### config.mk
export PLATFORM = sky130hd
export DESIGN_NAME = flyback_protection_sequencer
export DESIGN_NICKNAME = d
export VERILOG_FILES = /design/src/design/flyback_pkg.sv /design/src/design/flyback_protection_sequencer.sv
export VERILOG_INCLUDE_DIRS = /design/src /design/src/design
export SDC_FILE = /design/constraint.sdc
export NUM_CORES = 1
export LEC_CHECK = 0
export ABC_CLOCK_PERIOD_IN_PS = 6500
export BUFFER_PORTS_ARGS = -buffer_cell sky130_fd_sc_hd__buf_2
export CAP_MARGIN = 10
export CORE_ASPECT_RATIO = 0.9
export CORE_MARGIN = 2
export CORE_UTILIZATION = 25
export CTS_BUF_LIST = sky130_fd_sc_hd__clkbuf_8 sky130_fd_sc_hd__clkbuf_16
export CTS_CLUSTER_SIZE = 40
export DETAILED_ROUTE_END_ITERATION = 12
export PLACE_DENSITY = 0.41
export SLEW_MARGIN = 20
export SYNTH_ARGS = -nofsm -noshare
export SYNTH_HDL_FRONTEND = slang
export SYNTH_SLANG_ARGS = --single-unit
### constraint.sdc
create_clock -name mclk -period 6.5 [get_ports mclk]
set_input_delay 1.3 -clock mclk [delete_from_list [all_inputs] [get_ports mclk]]
set_output_delay 1.3 -clock mclk [all_outputs]
set_load 0.005 [all_outputs]
### src/design/flyback_cfg.svh
// constants of the flyback protection sequencer: offsets, fields, resets, times
// assumes a 100 MHz core clock; included by the design module
//
// What this block does
// - brown-out low stops drive pulses
// - no restart until line back in range
// - line ok clears brown-out, restart at start-up threshold
// - line low must persist 68 or 136 ms
// - feedback fold lowers frequency to 26 kHz floor
// - freeze peak setpoint, skip cycles below it
// - jitter active in normal and foldback modes
// - soft-start fixed at 8 ms
// - soft-start on every start and hiccup restart
// - fault pin upper trip latches off
// - fault pin lower trip disables switching
// - supply over-voltage stops pulses, hiccup or latch
// - peak limit sets overload flag, 64 ms timer
// - validated overload stops pulses, retries with soft-start
// - pulses off 1 s between retries
// - overload gone at retry resumes switching
// - option latches off on validated short
// - trickle current below inhibit, main current above
// - start-up source on until start-up threshold
// - wake bias raised above supply minimum
// - self-supply option holds supply between levels
// - fault pin latches after four drive clocks
// - fault comparator must stand 600 ns
// - lower fault trip ignored during soft-start
// - brown-out: source on at minimum, recheck at start-up
`ifndef FLYBACK_CFG_SVH
`define FLYBACK_CFG_SVH

`define CLK_MHZ 100
`define T_BO_US 68000
`define T_BO_LONG_US 136000
`define T_SS_US 8000
`define T_OCP_US 64000
`define T_AUTOREC_US 1000000
`define T_FAULT_MIN_NS 600
`define FAULT_CONFIRM 3'h4
`define F_NORM_KHZ 65
`define F_FOLD_KHZ 45
`define F_FLOOR_KHZ 26
`define MAX_DUTY_PCT 80

`define OFS_CTRL 4'h0
`define OFS_STATUS 4'h4
`define CTRL_RESET 4'h1
`define CTRL_AUTOREC_OVP 0
`define CTRL_LATCH_SHORT 1
`define CTRL_SELF_SUPPLY 2
`define CTRL_LONG_BO 3

`endif

### src/design/flyback_pkg.sv
// types shared by the sequencer: states, comparator flags, outputs, bus request
// assumes flyback_cfg.svh sits beside it
package flyback_pkg;

    typedef enum logic [2:0] {ST_OFF, ST_SOFT, ST_RUN, ST_RETRY, ST_BO_WAIT, ST_LATCH} seqState_t;

    typedef struct packed {
        logic lineLow;
        logic lineOk;
        logic faultUpper;
        logic faultLower;
        logic vccOvp;
        logic vccOn;
        logic vccMin;
        logic vccInhibit;
        logic vccReset;
        logic peakLimit;
        logic csTrip;
        logic fbFold;
        logic fbFloor;
        logic fbFreeze;
        logic fbSkip;
    } compFlags_t;

    typedef struct packed {
        logic gateDriveOut;
        logic startupSourceOn;
        logic startupMainCurrent;
        logic wakeBiasOn;
        logic linePowerOffsetOn;
        logic peakFreeze;
        logic softStartActive;
        logic otpBoost;
        logic [7:0] softLevel;
    } powerCtl_t;

    typedef struct packed {
        logic [3:0] address;
        logic read;
        logic write;
        logic [31:0] writedata;
    } avmReq_t;

endpackage

### src/design/flyback_protection_sequencer.sv
// start, stop, restart and latch-off sequencer of a peak-current flyback controller
// assumes asynchronous comparator flags and an Avalon-MM master on mclk
//
// The Avalon-MM slave port and the address map were chosen for this implementation.
`timescale 1ns/1ps
`include "flyback_cfg.svh"

module flyback_protection_sequencer #(
    parameter int BO_CYC = `T_BO_US * `CLK_MHZ,
    parameter int BO_LONG_CYC = `T_BO_LONG_US * `CLK_MHZ,
    parameter int SS_CYC = `T_SS_US * `CLK_MHZ,
    parameter int OCP_CYC = `T_OCP_US * `CLK_MHZ,
    parameter int AUTOREC_CYC = `T_AUTOREC_US * `CLK_MHZ
) (
    // clock and reset
    input wire logic mclk,
    input wire logic reset,
    // analog comparator flags
    input wire flyback_pkg::compFlags_t comp,
    // power stage controls
    output flyback_pkg::powerCtl_t ctl,
    // register bus
    input wire flyback_pkg::avmReq_t avm,
    output logic [31:0] readdata,
    output logic waitrequest
);
    import flyback_pkg::*;

    // ------------------------------------------------------------
    // timing
    // ------------------------------------------------------------
    localparam int FLT_MIN = (`T_FAULT_MIN_NS * `CLK_MHZ + 999) / 1000;
    localparam logic [11:0] PER_NORM = 12'(1000 * `CLK_MHZ / `F_NORM_KHZ);
    localparam logic [11:0] PER_FOLD = 12'(1000 * `CLK_MHZ / `F_FOLD_KHZ);
    localparam logic [11:0] PER_FLOOR = 12'(1000 * `CLK_MHZ / `F_FLOOR_KHZ);
    localparam logic [11:0] MAX_ON = 12'(1000 * `CLK_MHZ / `F_NORM_KHZ * `MAX_DUTY_PCT / 100);
    localparam logic [6:0] FLT_MIN7 = 7'(FLT_MIN);
    localparam logic [26:0] BO_T = 27'(BO_CYC);
    localparam logic [26:0] BO_LONG_T = 27'(BO_LONG_CYC);
    localparam logic [26:0] SS_T = 27'(SS_CYC);
    localparam logic [26:0] OCP_T = 27'(OCP_CYC);
    localparam logic [26:0] AR_T = 27'(AUTOREC_CYC);
    localparam logic [26:0] SS_STEP = 27'(SS_CYC / 256);

    // ------------------------------------------------------------
    // state
    // ------------------------------------------------------------
    typedef struct packed {
        seqState_t st;
        compFlags_t s1;
        compFlags_t s2;
        compFlags_t prev;
        logic [3:0] ctrl;
        logic boLatch;
        logic ocpFlag;
        logic ocpHit;
        logic upVal;
        logic loVal;
        logic [2:0] fltCnt;
        logic [6:0] upCnt;
        logic [6:0] loCnt;
        logic [26:0] tmr;
        logic [26:0] boTmr;
        logic [26:0] ocpTmr;
        logic [26:0] ssDiv;
        logic [11:0] per;
        logic [3:0] jit;
        logic jitDown;
        powerCtl_t ctl;
        logic waitReq;
        logic [31:0] rdata;
    } seqRegs_t;

    seqRegs_t r;
    seqRegs_t n;
    compFlags_t f;
    logic vccOnRise;
    logic pulsing;
    logic periodStart;
    logic [11:0] perLen;
    logic [26:0] boLimit;

    assign f = r.s2;
    assign vccOnRise = r.s2.vccOn & ~r.prev.vccOn;
    assign pulsing = (r.st == ST_SOFT) || (r.st == ST_RUN);
    assign periodStart = (r.per == 12'h000);
    assign boLimit = r.ctrl[`CTRL_LONG_BO] ? BO_LONG_T : BO_T;

    assign ctl = r.ctl;
    assign readdata = r.rdata;
    assign waitrequest = r.waitReq;

    // ------------------------------------------------------------
    // next state
    // ------------------------------------------------------------
    always_comb begin
        n = r;
        // two-stage synchronisers, then an edge reference
        n.s1 = comp;
        n.s2 = r.s1;
        n.prev = r.s2;

        // oscillator period with foldback and jitter in every mode
        if (f.fbFloor) begin
            perLen = PER_FLOOR + {8'h00, r.jit};
        end else if (f.fbFold) begin
            perLen = PER_FOLD + {8'h00, r.jit};
        end else begin
            perLen = PER_NORM + {8'h00, r.jit};
        end
        n.per = (r.per >= perLen - 12'h001) ? 12'h000 : r.per + 12'h001;
        if (periodStart) begin
            if (r.jitDown) begin
                n.jit = r.jit - 4'h1;
                n.jitDown = (r.jit != 4'h1);
            end else begin
                n.jit = r.jit + 4'h1;
                n.jitDown = (r.jit == 4'hE);
            end
        end

        // fault pin deglitch and confirmation over drive clocks
        n.upCnt = f.faultUpper ? ((r.upCnt == FLT_MIN7) ? r.upCnt : r.upCnt + 7'h01) : 7'h00;
        n.loCnt = (f.faultLower && r.st != ST_SOFT) ?
            ((r.loCnt == FLT_MIN7) ? r.loCnt : r.loCnt + 7'h01) : 7'h00;
        // a level that stays active re-validates every period, so it can be confirmed
        if (r.upCnt >= FLT_MIN7 - 7'h01) begin
            n.upVal = 1'b1;
        end
        if (r.loCnt >= FLT_MIN7 - 7'h01) begin
            n.loVal = 1'b1;
        end

        // overload flag follows the peak limit, one period at a time
        if (f.peakLimit) begin
            n.ocpHit = 1'b1;
        end
        n.ocpTmr = (r.ocpFlag && pulsing) ? r.ocpTmr + 27'h1 : 27'h0;

        // brown-out blanking timer
        n.boTmr = (f.lineLow && pulsing) ? r.boTmr + 27'h1 : 27'h0;

        if (periodStart) begin
            n.fltCnt = (r.upVal || r.loVal) ? r.fltCnt + 3'h1 : 3'h0;
            n.upVal = 1'b0;
            n.loVal = 1'b0;
            n.ocpFlag = r.ocpHit || f.peakLimit;
            n.ocpHit = 1'b0;
        end

        // sequencer
        case (r.st)
            ST_OFF: begin
                if (vccOnRise) begin
                    n.st = f.lineOk ? ST_SOFT : ST_BO_WAIT;
                    n.boLatch = ~f.lineOk;
                    n.tmr = 27'h0;
                end
            end
            ST_SOFT, ST_RUN: begin
                if (r.st == ST_SOFT) begin
                    n.tmr = r.tmr + 27'h1;
                    n.ssDiv = (r.ssDiv == SS_STEP - 27'h1) ? 27'h0 : r.ssDiv + 27'h1;
                    if (r.ssDiv == SS_STEP - 27'h1 && r.ctl.softLevel != 8'hFF) begin
                        n.ctl.softLevel = r.ctl.softLevel + 8'h01;
                    end
                    if (r.tmr == SS_T - 27'h1) begin
                        n.st = ST_RUN;
                        n.ctl.softLevel = 8'hFF;
                    end
                end
                if (f.vccOvp) begin
                    n.st = r.ctrl[`CTRL_AUTOREC_OVP] ? ST_RETRY : ST_LATCH;
                    n.tmr = 27'h0;
                end else if (periodStart && r.fltCnt == `FAULT_CONFIRM - 3'h1 &&
                        (r.upVal || r.loVal)) begin
                    n.st = ST_LATCH;
                end else if (r.ocpTmr == OCP_T - 27'h1) begin
                    n.st = r.ctrl[`CTRL_LATCH_SHORT] ? ST_LATCH : ST_RETRY;
                    n.tmr = 27'h0;
                end else if (r.boTmr == boLimit - 27'h1) begin
                    n.st = ST_BO_WAIT;
                    n.boLatch = 1'b1;
                end
            end
            ST_RETRY: begin
                n.tmr = r.tmr + 27'h1;
                if (r.tmr == AR_T - 27'h1) begin
                    n.st = ST_SOFT;
                    n.tmr = 27'h0;
                end
            end
            ST_BO_WAIT: begin
                if (vccOnRise && f.lineOk) begin
                    n.st = ST_SOFT;
                    n.boLatch = 1'b0;
                    n.tmr = 27'h0;
                end
            end
            ST_LATCH: begin
                n.st = ST_LATCH;
            end
            default: begin
                n.st = ST_OFF;
            end
        endcase
        if (f.vccReset) begin
            n.st = ST_OFF;
            n.boLatch = 1'b0;
        end
        if (n.st == ST_SOFT && r.st != ST_SOFT) begin
            n.tmr = 27'h0;
            n.ssDiv = 27'h0;
            n.ctl.softLevel = 8'h00;
            n.fltCnt = 3'h0;
            n.ocpFlag = 1'b0;
            n.ocpHit = 1'b0;
        end
        if (n.st != ST_SOFT && n.st != ST_RUN) begin
            n.fltCnt = 3'h0;
        end

        // gate drive: starts on the period edge, ends on current trip or max on-time
        if (n.st != ST_SOFT && n.st != ST_RUN) begin
            n.ctl.gateDriveOut = 1'b0;
        end else if (periodStart && !f.fbSkip) begin
            n.ctl.gateDriveOut = 1'b1;
        end else if (f.csTrip || f.peakLimit || r.per >= MAX_ON) begin
            n.ctl.gateDriveOut = 1'b0;
        end

        // start-up source and bias
        if (n.st == ST_OFF) begin
            n.ctl.startupSourceOn = ~f.vccOn;
        end else if (pulsing && !r.ctrl[`CTRL_SELF_SUPPLY]) begin
            n.ctl.startupSourceOn = 1'b0;
        end else if (!f.vccMin) begin
            n.ctl.startupSourceOn = 1'b1;
        end else if (f.vccOn) begin
            n.ctl.startupSourceOn = 1'b0;
        end
        n.ctl.startupMainCurrent = f.vccInhibit;
        n.ctl.wakeBiasOn = f.vccMin;
        n.ctl.linePowerOffsetOn = ~f.fbFold;
        n.ctl.peakFreeze = f.fbFreeze;
        n.ctl.softStartActive = (n.st == ST_SOFT);
        n.ctl.otpBoost = (n.st == ST_SOFT);

        // bus slave: one wait cycle, then a single low cycle
        n.waitReq = 1'b1;
        if ((avm.read || avm.write) && r.waitReq) begin
            n.waitReq = 1'b0;
            n.rdata = 32'h0000_0000;
            if (avm.read && avm.address == `OFS_CTRL) begin
                n.rdata = {28'h000_0000, r.ctrl};
            end else if (avm.read && avm.address == `OFS_STATUS) begin
                n.rdata = {16'h0000, 5'h00, r.fltCnt, r.ocpFlag, r.boLatch,
                    r.ctl.gateDriveOut, r.ctl.startupSourceOn, 1'b0, r.st};
            end
            if (avm.write && avm.address == `OFS_CTRL) begin
                n.ctrl = avm.writedata[3:0];
            end
        end
    end

    always_ff @(posedge mclk or posedge reset) begin
        if (reset) begin
            r <= '0;
            r.waitReq <= 1'b1;
            r.ctrl <= `CTRL_RESET;
        end else begin
            r <= n;
        end
    end
endmodule

Word-level counts from Yosys, hierarchy flattened
Cells that the tools add are included.
- add/subtract/negate cells: 16
- multipliers: 0
- divide/modulo/power cells: 0
- order comparisons: 4
- equal/unequal tests: 32
- shift operators: 0
- muxes and demuxes: 69
- bitwise logic cells: 5
- reductions and logical operators: 44
- operators with widths (cell ; count):
    two-way mux 27 bit ; 14
    adder 27 x 1 -> 27 bit (second input constant) ; 4
    one-hot mux 27 bit (4 select lines) ; 1
    two-way mux 3 bit ; 16
    two-way mux 8 bit ; 5
    two-way mux 12 bit ; 3
    two-way mux 7 bit ; 5
    two-way mux 33 bit ; 1
    == test 27 x 12 -> 1 bit (second input constant) ; 1
    == test 27 x 20 -> 1 bit (second input constant) ; 1
    == test 27 x 23 -> 1 bit (second input constant) ; 1
    == test 27 bit ; 1
    == test 27 bit (second input constant) ; 1
    subtractor 24 x 1 -> 25 bit (second input constant) ; 1
    two-way mux 24 bit ; 1
    inequality test 3 bit (second input constant) ; 8
    two-way mux 11 bit ; 2
    two-way mux 1 bit ; 17
    logical AND 1 bit ; 15
    one-hot mux 3 bit (5 select lines) ; 1
    adder 7 x 1 -> 7 bit (second input constant) ; 2
    == test 7 x 6 -> 1 bit (second input constant) ; 2
    greater-or-equal comparator 7 x 6 -> 1 bit (second input constant) ; 2
    adder 11 x 4 -> 12 bit (first input constant) ; 1
    other kinds (38) ; 64
- register bits: 233
- latch bits: 0
- bits in writable memories: 0
- bits in read-only memories: 0
- output and inout bits: 49
- memories: 0

Logic depth before layout (Yosys ltp)
Gate-level depths: netlist of the first run.
- word-level depth: 13
- gate-level depth with buffers: 15
- mapped depth without buffers: 14

Least setup slack after synthesis of the first run
Ideal clock, no wire load.
- path type: register -> register
- from: reg r (netlist bit f[2])
- to: reg r[57] (netlist name)
- arrival: 2.892 ns
- data required time: 6.428 ns
- slack: 3.536 ns
- stages on the path, launching flop included: 16
- path buffers: 1
- clock period less this slack: 2.964 ns
- cell sequence: dfrtp_1 > nor2_1 > inv_1 > ha_1 > a21o_1 > a21oi_1 > nand2_1 > mux2i_1 > ha_1 > o21a_1 > o2111ai_1 > nor2_1 > a211oi_1 > o31ai_1 > clkbuf_1 > nor2_1
- RTL lines (what ; RTL line ; source):
    start, declared ; flyback_protection_sequencer.sv:74 ; seqRegs_t r;
    start signal, assigned ; flyback_protection_sequencer.sv:272 ; r <= n;

Worst setup path in the final report of the first run
- from: reg r[156] (netlist name)
- to: reg r (netlist bit ctl[4])
- longest elaborated chain between the ends: 13
- elaborated cells between the ends (all ways): 21
- classes of those cells: 3 x eq/ne; 13 x mux; 5 x reduce/logical
- RTL lines (what ; RTL line ; source):
    == test 27 x 20 -> 1 bit ; flyback_protection_sequencer.sv:167 ; if (r.tmr == SS_T - 27'h1) begin
    two-way mux 3 bit ; flyback_protection_sequencer.sv:167 ;
    two-way mux 3 bit ; flyback_protection_sequencer.sv:161 ; if (r.st == ST_SOFT) begin
    two-way mux 3 bit ; flyback_protection_sequencer.sv:181 ; end else if (r.boTmr == boLimit - 27'h1) begin
    two-way mux 3 bit ; flyback_protection_sequencer.sv:178 ; end else if (r.ocpTmr == OCP_T - 27'h1) begin
    two-way mux 3 bit ; flyback_protection_sequencer.sv:175 ; end else if (periodStart && r.fltCnt == `FAULT_CONFIRM - 3'h1 &&
    two-way mux 3 bit ; flyback_protection_sequencer.sv:172 ; if (f.vccOvp) begin
    one-hot mux 3 bit (5 select lines) ; flyback_protection_sequencer.sv:152 ; case (r.st)
    two-way mux 3 bit ; flyback_protection_sequencer.sv:207 ; if (f.vccReset) begin
    == test 3 x 1 -> 1 bit ; flyback_protection_sequencer.sv:211 ; if (n.st == ST_SOFT && r.st != ST_SOFT) begin
    logical AND 1 bit ; flyback_protection_sequencer.sv:211 ;
    nonzero test 3 bit (no line) or nonzero test 2 bit (tied branches) ; -- ;
    AND reduction 3 bit (no line) ; -- ;
Several ways; a longest one is shown, not always the timed one. The select of a mux whose other input is x is not followed.
A chain may end at the register's enable or synchronous reset.

==> summary.md, run 1 <==
| Metric | Value |
|---|---|
| Run status | `finished, final reports clean` |
| P per Cell Area | `270.7 nW/um^2` |
| Vias per Instance | `4.580` |
| Sw Pwr | `0.0009454 W` |
| CTS H-tree depth | `1` |
| Worst min path class | `flop to flop` |
| Overflow after GRT | `0` |
| CP Depth | `8` |
| Post-Synth Adder-Cell Area | `4.110%` |
| Worst-margin pin slew | `1040 ps` |
| Layout area overhead | `13.77%` |
| XOR/XNOR share of the synthesized area | `5.502%` |
| Drt initial violations | `515` |
| Nets@finish | `1299` |
| CP Buf/Inv Count | `0` |
| Clock share of power | `43.6%` |
| Final critical-path share of the clock period | `54.24%` |
| First-pass GRT wire length | `45110 microns` |
| Critical path, cell by cell | `or4_1 > nor4_2 > a21o_1 > o2111ai_1 > a221oi_4 > and2_1 > o2bb2ai_1 > a31oi_1` |
| Die span in x | `226.5 microns` |
| Layout fillers | `4620` |
| Max FO, Critical Path | `13` |
| Drt first pass iters | `5` |
| Most numerous cell in the Yosys netlist | `dfrtp_1` |
| Post-synthesis mux area share | `1.044%` |
| Syn Area/Cell | `9.435 sq um` |
| RSZ-0062 raised after global routing | `no` |
| Complex-gate fraction of the synthesized area | `13.68%` |
| Fmax | `283.6 MHz` |
| CTS Sinks | `212` |
| FF+latch area | `5308 sq um` |
| Distinct cells, synth | `67` |
| # setup viols final | `0` |
| Core Rows | `73` |
| Top_reg_cell synth | `dfrtp_1` |
| Comb power frac | `13.2%` |
| Postcts setup bufs | `0` |
| Clock Skew | `16.26 ps` |
| Min Clock Period, post-route | `3526 ps` |
| Multi-input logic area | `5285 sq um` |
| Post-Route WL | `27520 microns` |
| Std-Cell Core Area | `44120 sq um` |
| Most area-consuming cells after synthesis | `dfrtp_1, nor2_1, ha_1` |
| WL/cell | `15.06 microns` |
| Root Buffer | `clkbuf_16` |
| Clock tree buffer depth | `3` |
| Post-CTS Resized | `0` |
| Post-synthesis async set-or-reset flop share | `100.0%` |
| DRC errors left | `0` |
| Design internal power | `0.002487 W` |
| Cells on worst reg2reg path | `8` |
| Port bufs | `54` |
| Initial core utilization | `25.26%` |
| CP max stage delay | `590 ps` |
| Largest net degree at the start of global routing | `133` |
| Slew Limit Headroom | `30.68%` |
| Die Ht | `204.3 microns` |
| Hold Vio Cnt, Final | `0` |
| Final Util | `28.74%` |
| Syn Inst Count | `1181` |
| CTS tree | `built` |
| Crit path required time | `6910 ps` |
| Via count | `8368` |
| Top cells by count, synth | `dfrtp_1, nor2_1, nand2_1` |
| Worst IR Drop VDD | `182.1 uV` |
| Kind of critical path | `flop to flop` |
| Count of warnings emitted by yosys | `0` |
| CP endpoint kind | `flop` |
| Simple-gate share of the synthesized area | `22.29%` |
| Total negative slack | `0 ps` |
| Max_cap viols | `0` |
| Sw frac | `27.55%` |
| Antenna violations before repair | `0` |
| CP delay by family, top | `simple AND/OR/NAND/NOR gates` |
| All-Layer GR Usage | `12.09%` |
| Final ANT Viol Nets | `0` |
| Synthesized cell area | `11140 sq um` |
| Largest family of logic cells by synthesized area | `simple AND/OR/NAND/NOR gates` |
| Post-CTS Hold Buffers | `0` |
| Leak | `5.389 nW` |
| Clock slew at reported path FFs | `60 ps` |
| Vias in the first global route | `8127` |
| Slowest cell on the critical path | `or4_1` |
| Post-synthesis sequential area ratio | `47.63%` |
| Cells on Worst Hold Path | `0` |
| Area leader, netlist | `dfrtp_1` |
| Number of top-level pins | `104` |
| RD Place Congestion | `0.7564` |
| Num CTS Buffers | `26` |
| Post-synth EDFFs | `0` |
| Clk Latency, worst-skew pair | `550 ps` |
| Share of cells above drive strength 1 | `10.27%` |
| Top cell type's share of synthesized area | `47.16%` |
| Seq pwr share | `43.2%` |
| Inserted Diodes | `0` |
| Yosys reg bits | `212` |
| CP arrival | `3940 ps` |
| Die area | `46280 sq um` |
| Slew Limit Fails | `0` |
| DP HPWL | `18410 microns` |
| Startpoint type of the worst setup path | `flop` |
[flip-flops by register name, indices dropped and copies added (netlist names)]
| register | count |
|---|---|
| r | 155 |
| ctl | 15 |
| f | 15 |
| n | 15 |
| readdata | 11 |
| waitrequest | 1 |
[per-stage QoR]
step | power, W | setup slack (ps) | hold slack [ps] | instances | instance area, sq um
final | 0.003432 | 2974 | 345.7 | 1827 | 12680
after global routing | 0.003651 | 2620 | 353.6 | 1827 | 12680
after CTS | 0.003510 | 2879 | 349.3 | 1827 | 12670
after detailed placement | 0.001969 | 2907 | 335.6 | 1780 | 11800
after global placement | 0.001973 | 2910 | 331.8 | 1780 | 11800
after floorplan | 0.001846 | 2445 | 331.2 | 1201 | 11220
[area by class of cell]
cell class | instances | share of cell area (%)
Sequential cell | 212 | 41.87
Tap cell | 600 | 5.922
Timing Repair Buffer | 62 | 2.704
Inverter | 30 | 0.9179
Multi-Input combinational cell | 876 | 41.69
Clock buffer | 31 | 5.764
Clock inverter | 16 | 1.135
[worst register-to-register path: cells and delay by family, from the launching register on]
| kind | cells | cell delay [ps] |
|---|---|---|
| AOI/OAI and AO/OA | 5 | 1400 |
| DFF | 1 | 450 |
| and+or+nand+nor | 3 | 1550 |
[cell families (layout without fill, tap and decap cells)]
logic type,count (synthesis),after routing
flops,212,212
xor+xnor,70,70
buf+inv,113,139
other cells,1,21
compound gates,248,248
simple gates,490,490
mux,11,11
fa+ha+maj,36,36
[layer usage]
layer	global-route usage (%)	share of wire, %	up-vias
li1	-	-	4212
met1	17.65	51	4022
met2	18.09	43	102
met3	2.444	3.6	32
met4	3.102	2.2	0
met5	0	0	-
[worst paths after layout]
| kind | slack [ps] | to | from |
|---|---|---|---|
| min reg2reg | 350 | f[1]$_DFF_PP0_ | n[216]$_DFF_PP0_ |
| max in group asynchronous | 4580 | f[3]$_DFF_PP0_ | reset |
| max reg2reg | 2970 | ctl[4]$_DFFE_PP0P_ | r[156]$_DFFE_PP0P_ |
| min in group asynchronous | 760 | f[1]$_DFF_PP0_ | reset |
| max | 2970 | ctl[4]$_DFFE_PP0P_ | r[156]$_DFFE_PP0P_ |
| min | 350 | f[1]$_DFF_PP0_ | n[216]$_DFF_PP0_ |
[power groups by stage]
stage	combinational, W	clock [W]	sequential [W]
after global placement	0.000465	0	0.00151
after global routing	0.000538	0.00162	0.00150
after detailed placement	0.000462	0	0.00151
after floorplan	0.000376	0	0.00147
after CTS	0.000465	0.00156	0.00148
final	0.000454	0.00150	0.00148
[layout by cell type, fill, tap and decap left out, drive strengths merged, types with 21 or more instances in the layout]
| master | count |
|---|---|
| xnor2 | 28 |
| o21ai | 116 |
| nand2 | 108 |
| conb | 21 |
| a21oi | 46 |
| clkbuf | 31 |
| nand4 | 30 |
| nor2 | 139 |
| dfrtp | 210 |
| and3 | 26 |
| buf | 62 |
| xor2 | 42 |
| nand3 | 53 |
| inv | 38 |
| ha | 35 |
(Power assumes the default switching activity.)
==> run 2: changes to the inputs <==
--- a/config.mk
+++ b/config.mk
@@ -6,7 +6,8 @@
 export SDC_FILE = /design/constraint.sdc
 export NUM_CORES = 1
 export LEC_CHECK = 0
-export ABC_CLOCK_PERIOD_IN_PS = 6500
+export ABC_AREA = 1
+export ABC_CLOCK_PERIOD_IN_PS = 3600
 export BUFFER_PORTS_ARGS = -buffer_cell sky130_fd_sc_hd__buf_2
 export CAP_MARGIN = 10
 export CORE_ASPECT_RATIO = 0.9
@@ -15,7 +16,7 @@
 export CTS_BUF_LIST = sky130_fd_sc_hd__clkbuf_8 sky130_fd_sc_hd__clkbuf_16
 export CTS_CLUSTER_SIZE = 40
 export DETAILED_ROUTE_END_ITERATION = 12
-export PLACE_DENSITY = 0.41
+export PLACE_DENSITY = 0.39
 export SLEW_MARGIN = 20
 export SYNTH_ARGS = -nofsm -noshare
 export SYNTH_HDL_FRONTEND = slang
==> constraint.sdc (replaced) <==
create_clock -name mclk -period 3.6 [get_ports mclk]
set_input_delay 0.72 -clock mclk [delete_from_list [all_inputs] [get_ports mclk]]
set_output_delay 0.72 -clock mclk [all_outputs]
set_load 0.005 [all_outputs]
==> run 2 against run 1 <==
  * Clock skew increased by 8.3 ps
  * Routed wire length rose by 16%
  * Non-clock buffer count rose by 17
  * Sequential share of layout area shrank 3.2 points
  * Critical path depth is 8 higher
  * Maximum frequency up 13%
  * Via count is 18% higher
  * Worst setup slack got worse by 2500 ps
  * Flip-flop and latch count is the same
  * Largest cell class is now multi-input gates
==> summary.md, run 2 <==
| Metric | Value |
|---|---|
| Run status | `finished, final reports clean (unchanged)` |
| Critical path, cell by cell | `inv_1 > fa_1 > xnor2_1 > nor2_1 > nand2_1 > xor2_1 > ha_1 > a21oi_1 > nor2_1 > a211oi_1 > nand2_1 > nand2_1 > nand2_1 > nand3_1 > nand2_2 > nor3b_1 (was or4_1 > nor4_2 > a21o_1 > o2111ai_1 > a221oi_4 > and2_1 > o2bb2ai_1 > a31oi_1)` |
| Yosys reg bits | `212 (unchanged)` |
| Die Ht | `211.7 microns (was 204.3 microns)` |
| CTS Sinks | `212 (unchanged)` |
| Slew Limit Headroom | `42.04% (was 30.68%)` |
| Root Buffer | `clkbuf_16 (unchanged)` |
| Layout area overhead | `14.54% (was 13.77%)` |
| Crit path top cell by count | `nand2_1` |
| Die span in x | `234.8 microns (was 226.5 microns)` |
| Post-Route WL | `31800 microns (was 27520 microns)` |
| Most numerous cell in the Yosys netlist | `nand2_1 (was dfrtp_1)` |
| RR Startpoint | `r[51]$_DFFE_PP0N_ (was r[156]$_DFFE_PP0P_)` |
| Most frequent cells in the layout | `nand2_1, dfrtp_1, inv_1, nor2_1, o21ai_0 (was dfrtp_1, nor2_1, nand2_1, o21ai_0, buf_2)` |
| Slowest cell on the critical path | `dfrtp_1 (was or4_1)` |
| Crit path required time | `4050 ps (was 6910 ps)` |
| Clock slew at reported path FFs | `60 ps (about the same)` |
| Post-synth EDFFs | `0 (unchanged)` |
| Cells on Worst Hold Path | `1 (was 0)` |
| Antenna violations before repair | `3 (was 0)` |
| Vias in the first global route | `9605 (was 8127)` |
| Syn Area/Cell | `7.976 sq um (was 9.435 sq um)` |
| RSZ-0062 raised after global routing | `no (unchanged)` |
| # setup viols final | `0 (unchanged)` |
| Layout fillers | `5116 (was 4620)` |
| CTS H-tree depth | `1 (unchanged)` |
| CP max stage delay | `480 ps (was 590 ps)` |
| DRC errors left | `0 (unchanged)` |
| Post-synthesis async set-or-reset flop share | `100.0% (unchanged)` |
| Overflow after GRT | `0 (unchanged)` |
| Area leader, netlist | `dfrtp_1 (unchanged)` |
| Post-CTS Resized | `0 (unchanged)` |
| Std-Cell Core Area | `47550 sq um (was 44120 sq um)` |
| Final hold slack | `275.1 ps (was 345.7 ps)` |
| Worst IR Drop VDD | `313.0 uV (was 182.1 uV)` |
| CP Buf/Inv Count | `1 (was 0)` |
| Share of cells above drive strength 1 | `10.62% (was 10.27%)` |
| Min-delay src | `comp[7] (was n[216]$_DFF_PP0_)` |
| Final ANT Viol Nets | `0 (unchanged)` |
| Max reg flops | `155 (unchanged)` |
| Max_cap viols | `0 (unchanged)` |
| Count of warnings emitted by yosys | `0 (unchanged)` |
| R2R Path End | `r[63]$_DFF_PP0_ (was ctl[4]$_DFFE_PP0P_)` |
| Top cells by count, synth | `nand2_1, dfrtp_1, inv_1 (was dfrtp_1, nor2_1, nand2_1)` |
| Number of top-level pins | `104 (unchanged)` |
| Synthesized cell area | `11980 sq um (was 11140 sq um)` |
| Min Clock Period, post-route | `3129 ps (was 3526 ps)` |
| CP arrival | `3580 ps (was 3940 ps)` |
| Drt initial violations | `604 (was 515)` |
| Leak | `6.285 nW (was 5.389 nW)` |
| Commonest non-fill, non-tap cell in the layout | `nand2_1 (was dfrtp_1)` |
| Smallest setup slack after layout | `470.9 ps (was 2974 ps)` |
| P per Cell Area | `455.7 nW/um^2 (was 270.7 nW/um^2)` |
| Postcts setup bufs | `0 (unchanged)` |
| Die area | `49690 sq um (was 46280 sq um)` |
| Clock Skew | `24.56 ps (was 16.26 ps)` |
| Distinct cells, synth | `57 (was 67)` |
| Max FO, Critical Path | `12 (was 13)` |
| Clk Latency, worst-skew pair | `550 ps (about the same)` |
| Largest net degree at the start of global routing | `45 (was 133)` |
| Top_reg_cell synth | `dfrtp_1 (unchanged)` |
| Total negative slack | `0 ps (unchanged)` |
| Final Util | `28.86% (was 28.74%)` |
| Startpoint type of the worst setup path | `flop (unchanged)` |
| Most area-consuming cells after synthesis | `dfrtp_1, nand2_1, inv_1 (was dfrtp_1, nor2_1, ha_1)` |
| Slew Limit Fails | `0 (unchanged)` |
| Clock tree buffer depth | `3 (unchanged)` |
| Core Rows | `76 (was 73)` |
| WL/cell | `14.48 microns (was 15.06 microns)` |
| Inserted Diodes | `0 (unchanged)` |
| Post-CTS Hold Buffers | `0 (unchanged)` |
| Initial core utilization | `25.20% (was 25.26%)` |
| Post-synthesis sequential area ratio | `44.30% (was 47.63%)` |
| First-pass GRT wire length | `52530 microns (was 45110 microns)` |
| Hold endpoint | `n[222]$_DFF_PP0_ (was f[1]$_DFF_PP0_)` |
| Num CTS Buffers | `26 (unchanged)` |
| Syn Inst Count | `1502 (was 1181)` |
| All-Layer GR Usage | `12.87% (was 12.09%)` |
| Via count | `9880 (was 8368)` |
| DP HPWL | `23300 microns (was 18410 microns)` |
| Place WS | `307.7 ps (was 2907 ps)` |
| Worst min path class | `primary input to flop (was flop to flop)` |
| CP endpoint kind | `flop (unchanged)` |
| Worst R2R Setup Slack | `470 ps (was 2970 ps)` |
| Fmax | `319.6 MHz (was 283.6 MHz)` |
| CP delay by family, top | `simple AND/OR/NAND/NOR gates (unchanged)` |
| Drt first pass iters | `5 (unchanged)` |
| Kind of critical path | `flop to flop (unchanged)` |
| Final critical-path share of the clock period | `86.92% (was 54.24%)` |
| RD Place Congestion | `0.8231 (was 0.7564)` |
| CTS tree | `built (unchanged)` |
| Hold Vio Cnt, Final | `0 (unchanged)` |
| Nets@finish | `1644 (was 1299)` |
| Cells on worst reg2reg path | `16 (was 8)` |
| Largest Register | `r (unchanged)` |
| Port bufs | `54 (unchanged)` |
| Top cell type's share of synthesized area | `43.86% (was 47.16%)` |
| Worst-margin pin slew | `867.5 ps (was 1040 ps)` |
| Vias per Instance | `4.499 (was 4.580)` |
run 2: changes by cell type after synthesis, moves of 13 or more:
| cell | change |
|---|---|
| clkbuf_1 | -13 |
| and2_1 | -16 |
| nor3_1 | +32 |
| o211ai_1 | +13 |
| xnor2_1 | -22 |
| inv_1 | +165 |
| nand3_1 | +30 |
| nand2_1 | +192 |
| o21ai_1 | -30 |
| nor2_1 | +19 |
| o221ai_1 | +16 |
| xor2_1 | +13 |
| o31ai_1 | -13 |
| and3_1 | -23 |
run 2: stage by stage:
step           power [W]  cells  area, sq um
6_report        0.006253   2196        13720
5_1_grt         0.006660   2196        13720
4_1_cts         0.006393   2196        13720
3_5_place_dp    0.003624   2149        12840
3_3_place_gp    0.003614   2149        12840
2_1_floorplan   0.003362   1522        12060
run 2: layout make-up:
type / instances / area [sq um] / share of cell area, %
Clock inverter: 13 / 106.4 / 0.7751
Clock buffer: 34 / 772.0 / 5.626
Timing Repair Buffer: 79 / 495.5 / 3.611
Tap cell: 624 / 780.7 / 5.690
Multi-Input combinational cell: 1029 / 5487 / 39.98
Inverter: 205 / 773.2 / 5.635
Sequential cell: 212 / 5308 / 38.68
run 2: logic make-up after synthesis:
| kind of cell | count (synthesis) | share of synthesized area, % |
|---|---|---|
| multiplexers | 1 | 0.08355 |
| other | 1 | 0.03130 |
| buffers and inverters | 281 | 10.55 |
| AO/OA/AOI/OAI | 212 | 10.55 |
| XOR/XNOR | 61 | 4.460 |
| flip-flops | 212 | 44.30 |
| adder cells (fa/ha/maj) | 36 | 3.822 |
| AND/OR/NAND/NOR | 698 | 26.20 |
run 2: metal layers:
metal  wire, microns  track usage [%]  up-vias  share of wire [%]
li1                -                -     4977                  -
met1           16790            19.33     4711                 53
met2           13140            19.37      160                 41
met3            1326            2.099       32                4.2
met4             542            2.553        0                1.7
met5               0                0        -                  0
run 2: worst max-delay path by stage:
stage	startpoint	end	slack (ps)	cells past startpoint
global route	r[51]$_DFFE_PP0N_	r[58]$_DFF_PP0_	50	16
CTS	r[51]$_DFFE_PP0N_	r[56]$_DFF_PP0_	280	16
floorplan	reset	ctl[0]$_DFFE_PP0P_	130	1
global placement	r[51]$_DFFE_PP0N_	r[56]$_DFF_PP0_	320	16
detailed placement	r[51]$_DFFE_PP0N_	r[63]$_DFF_PP0_	310	16
finish	r[51]$_DFFE_PP0N_	r[63]$_DFF_PP0_	470	16
run 2: where the power goes:
group | switching (W) | internal [W]
Sequential | 0.000176 | 0.00252
Combinational | 0.000528 | 0.000343
Clock | 0.00105 | 0.00163
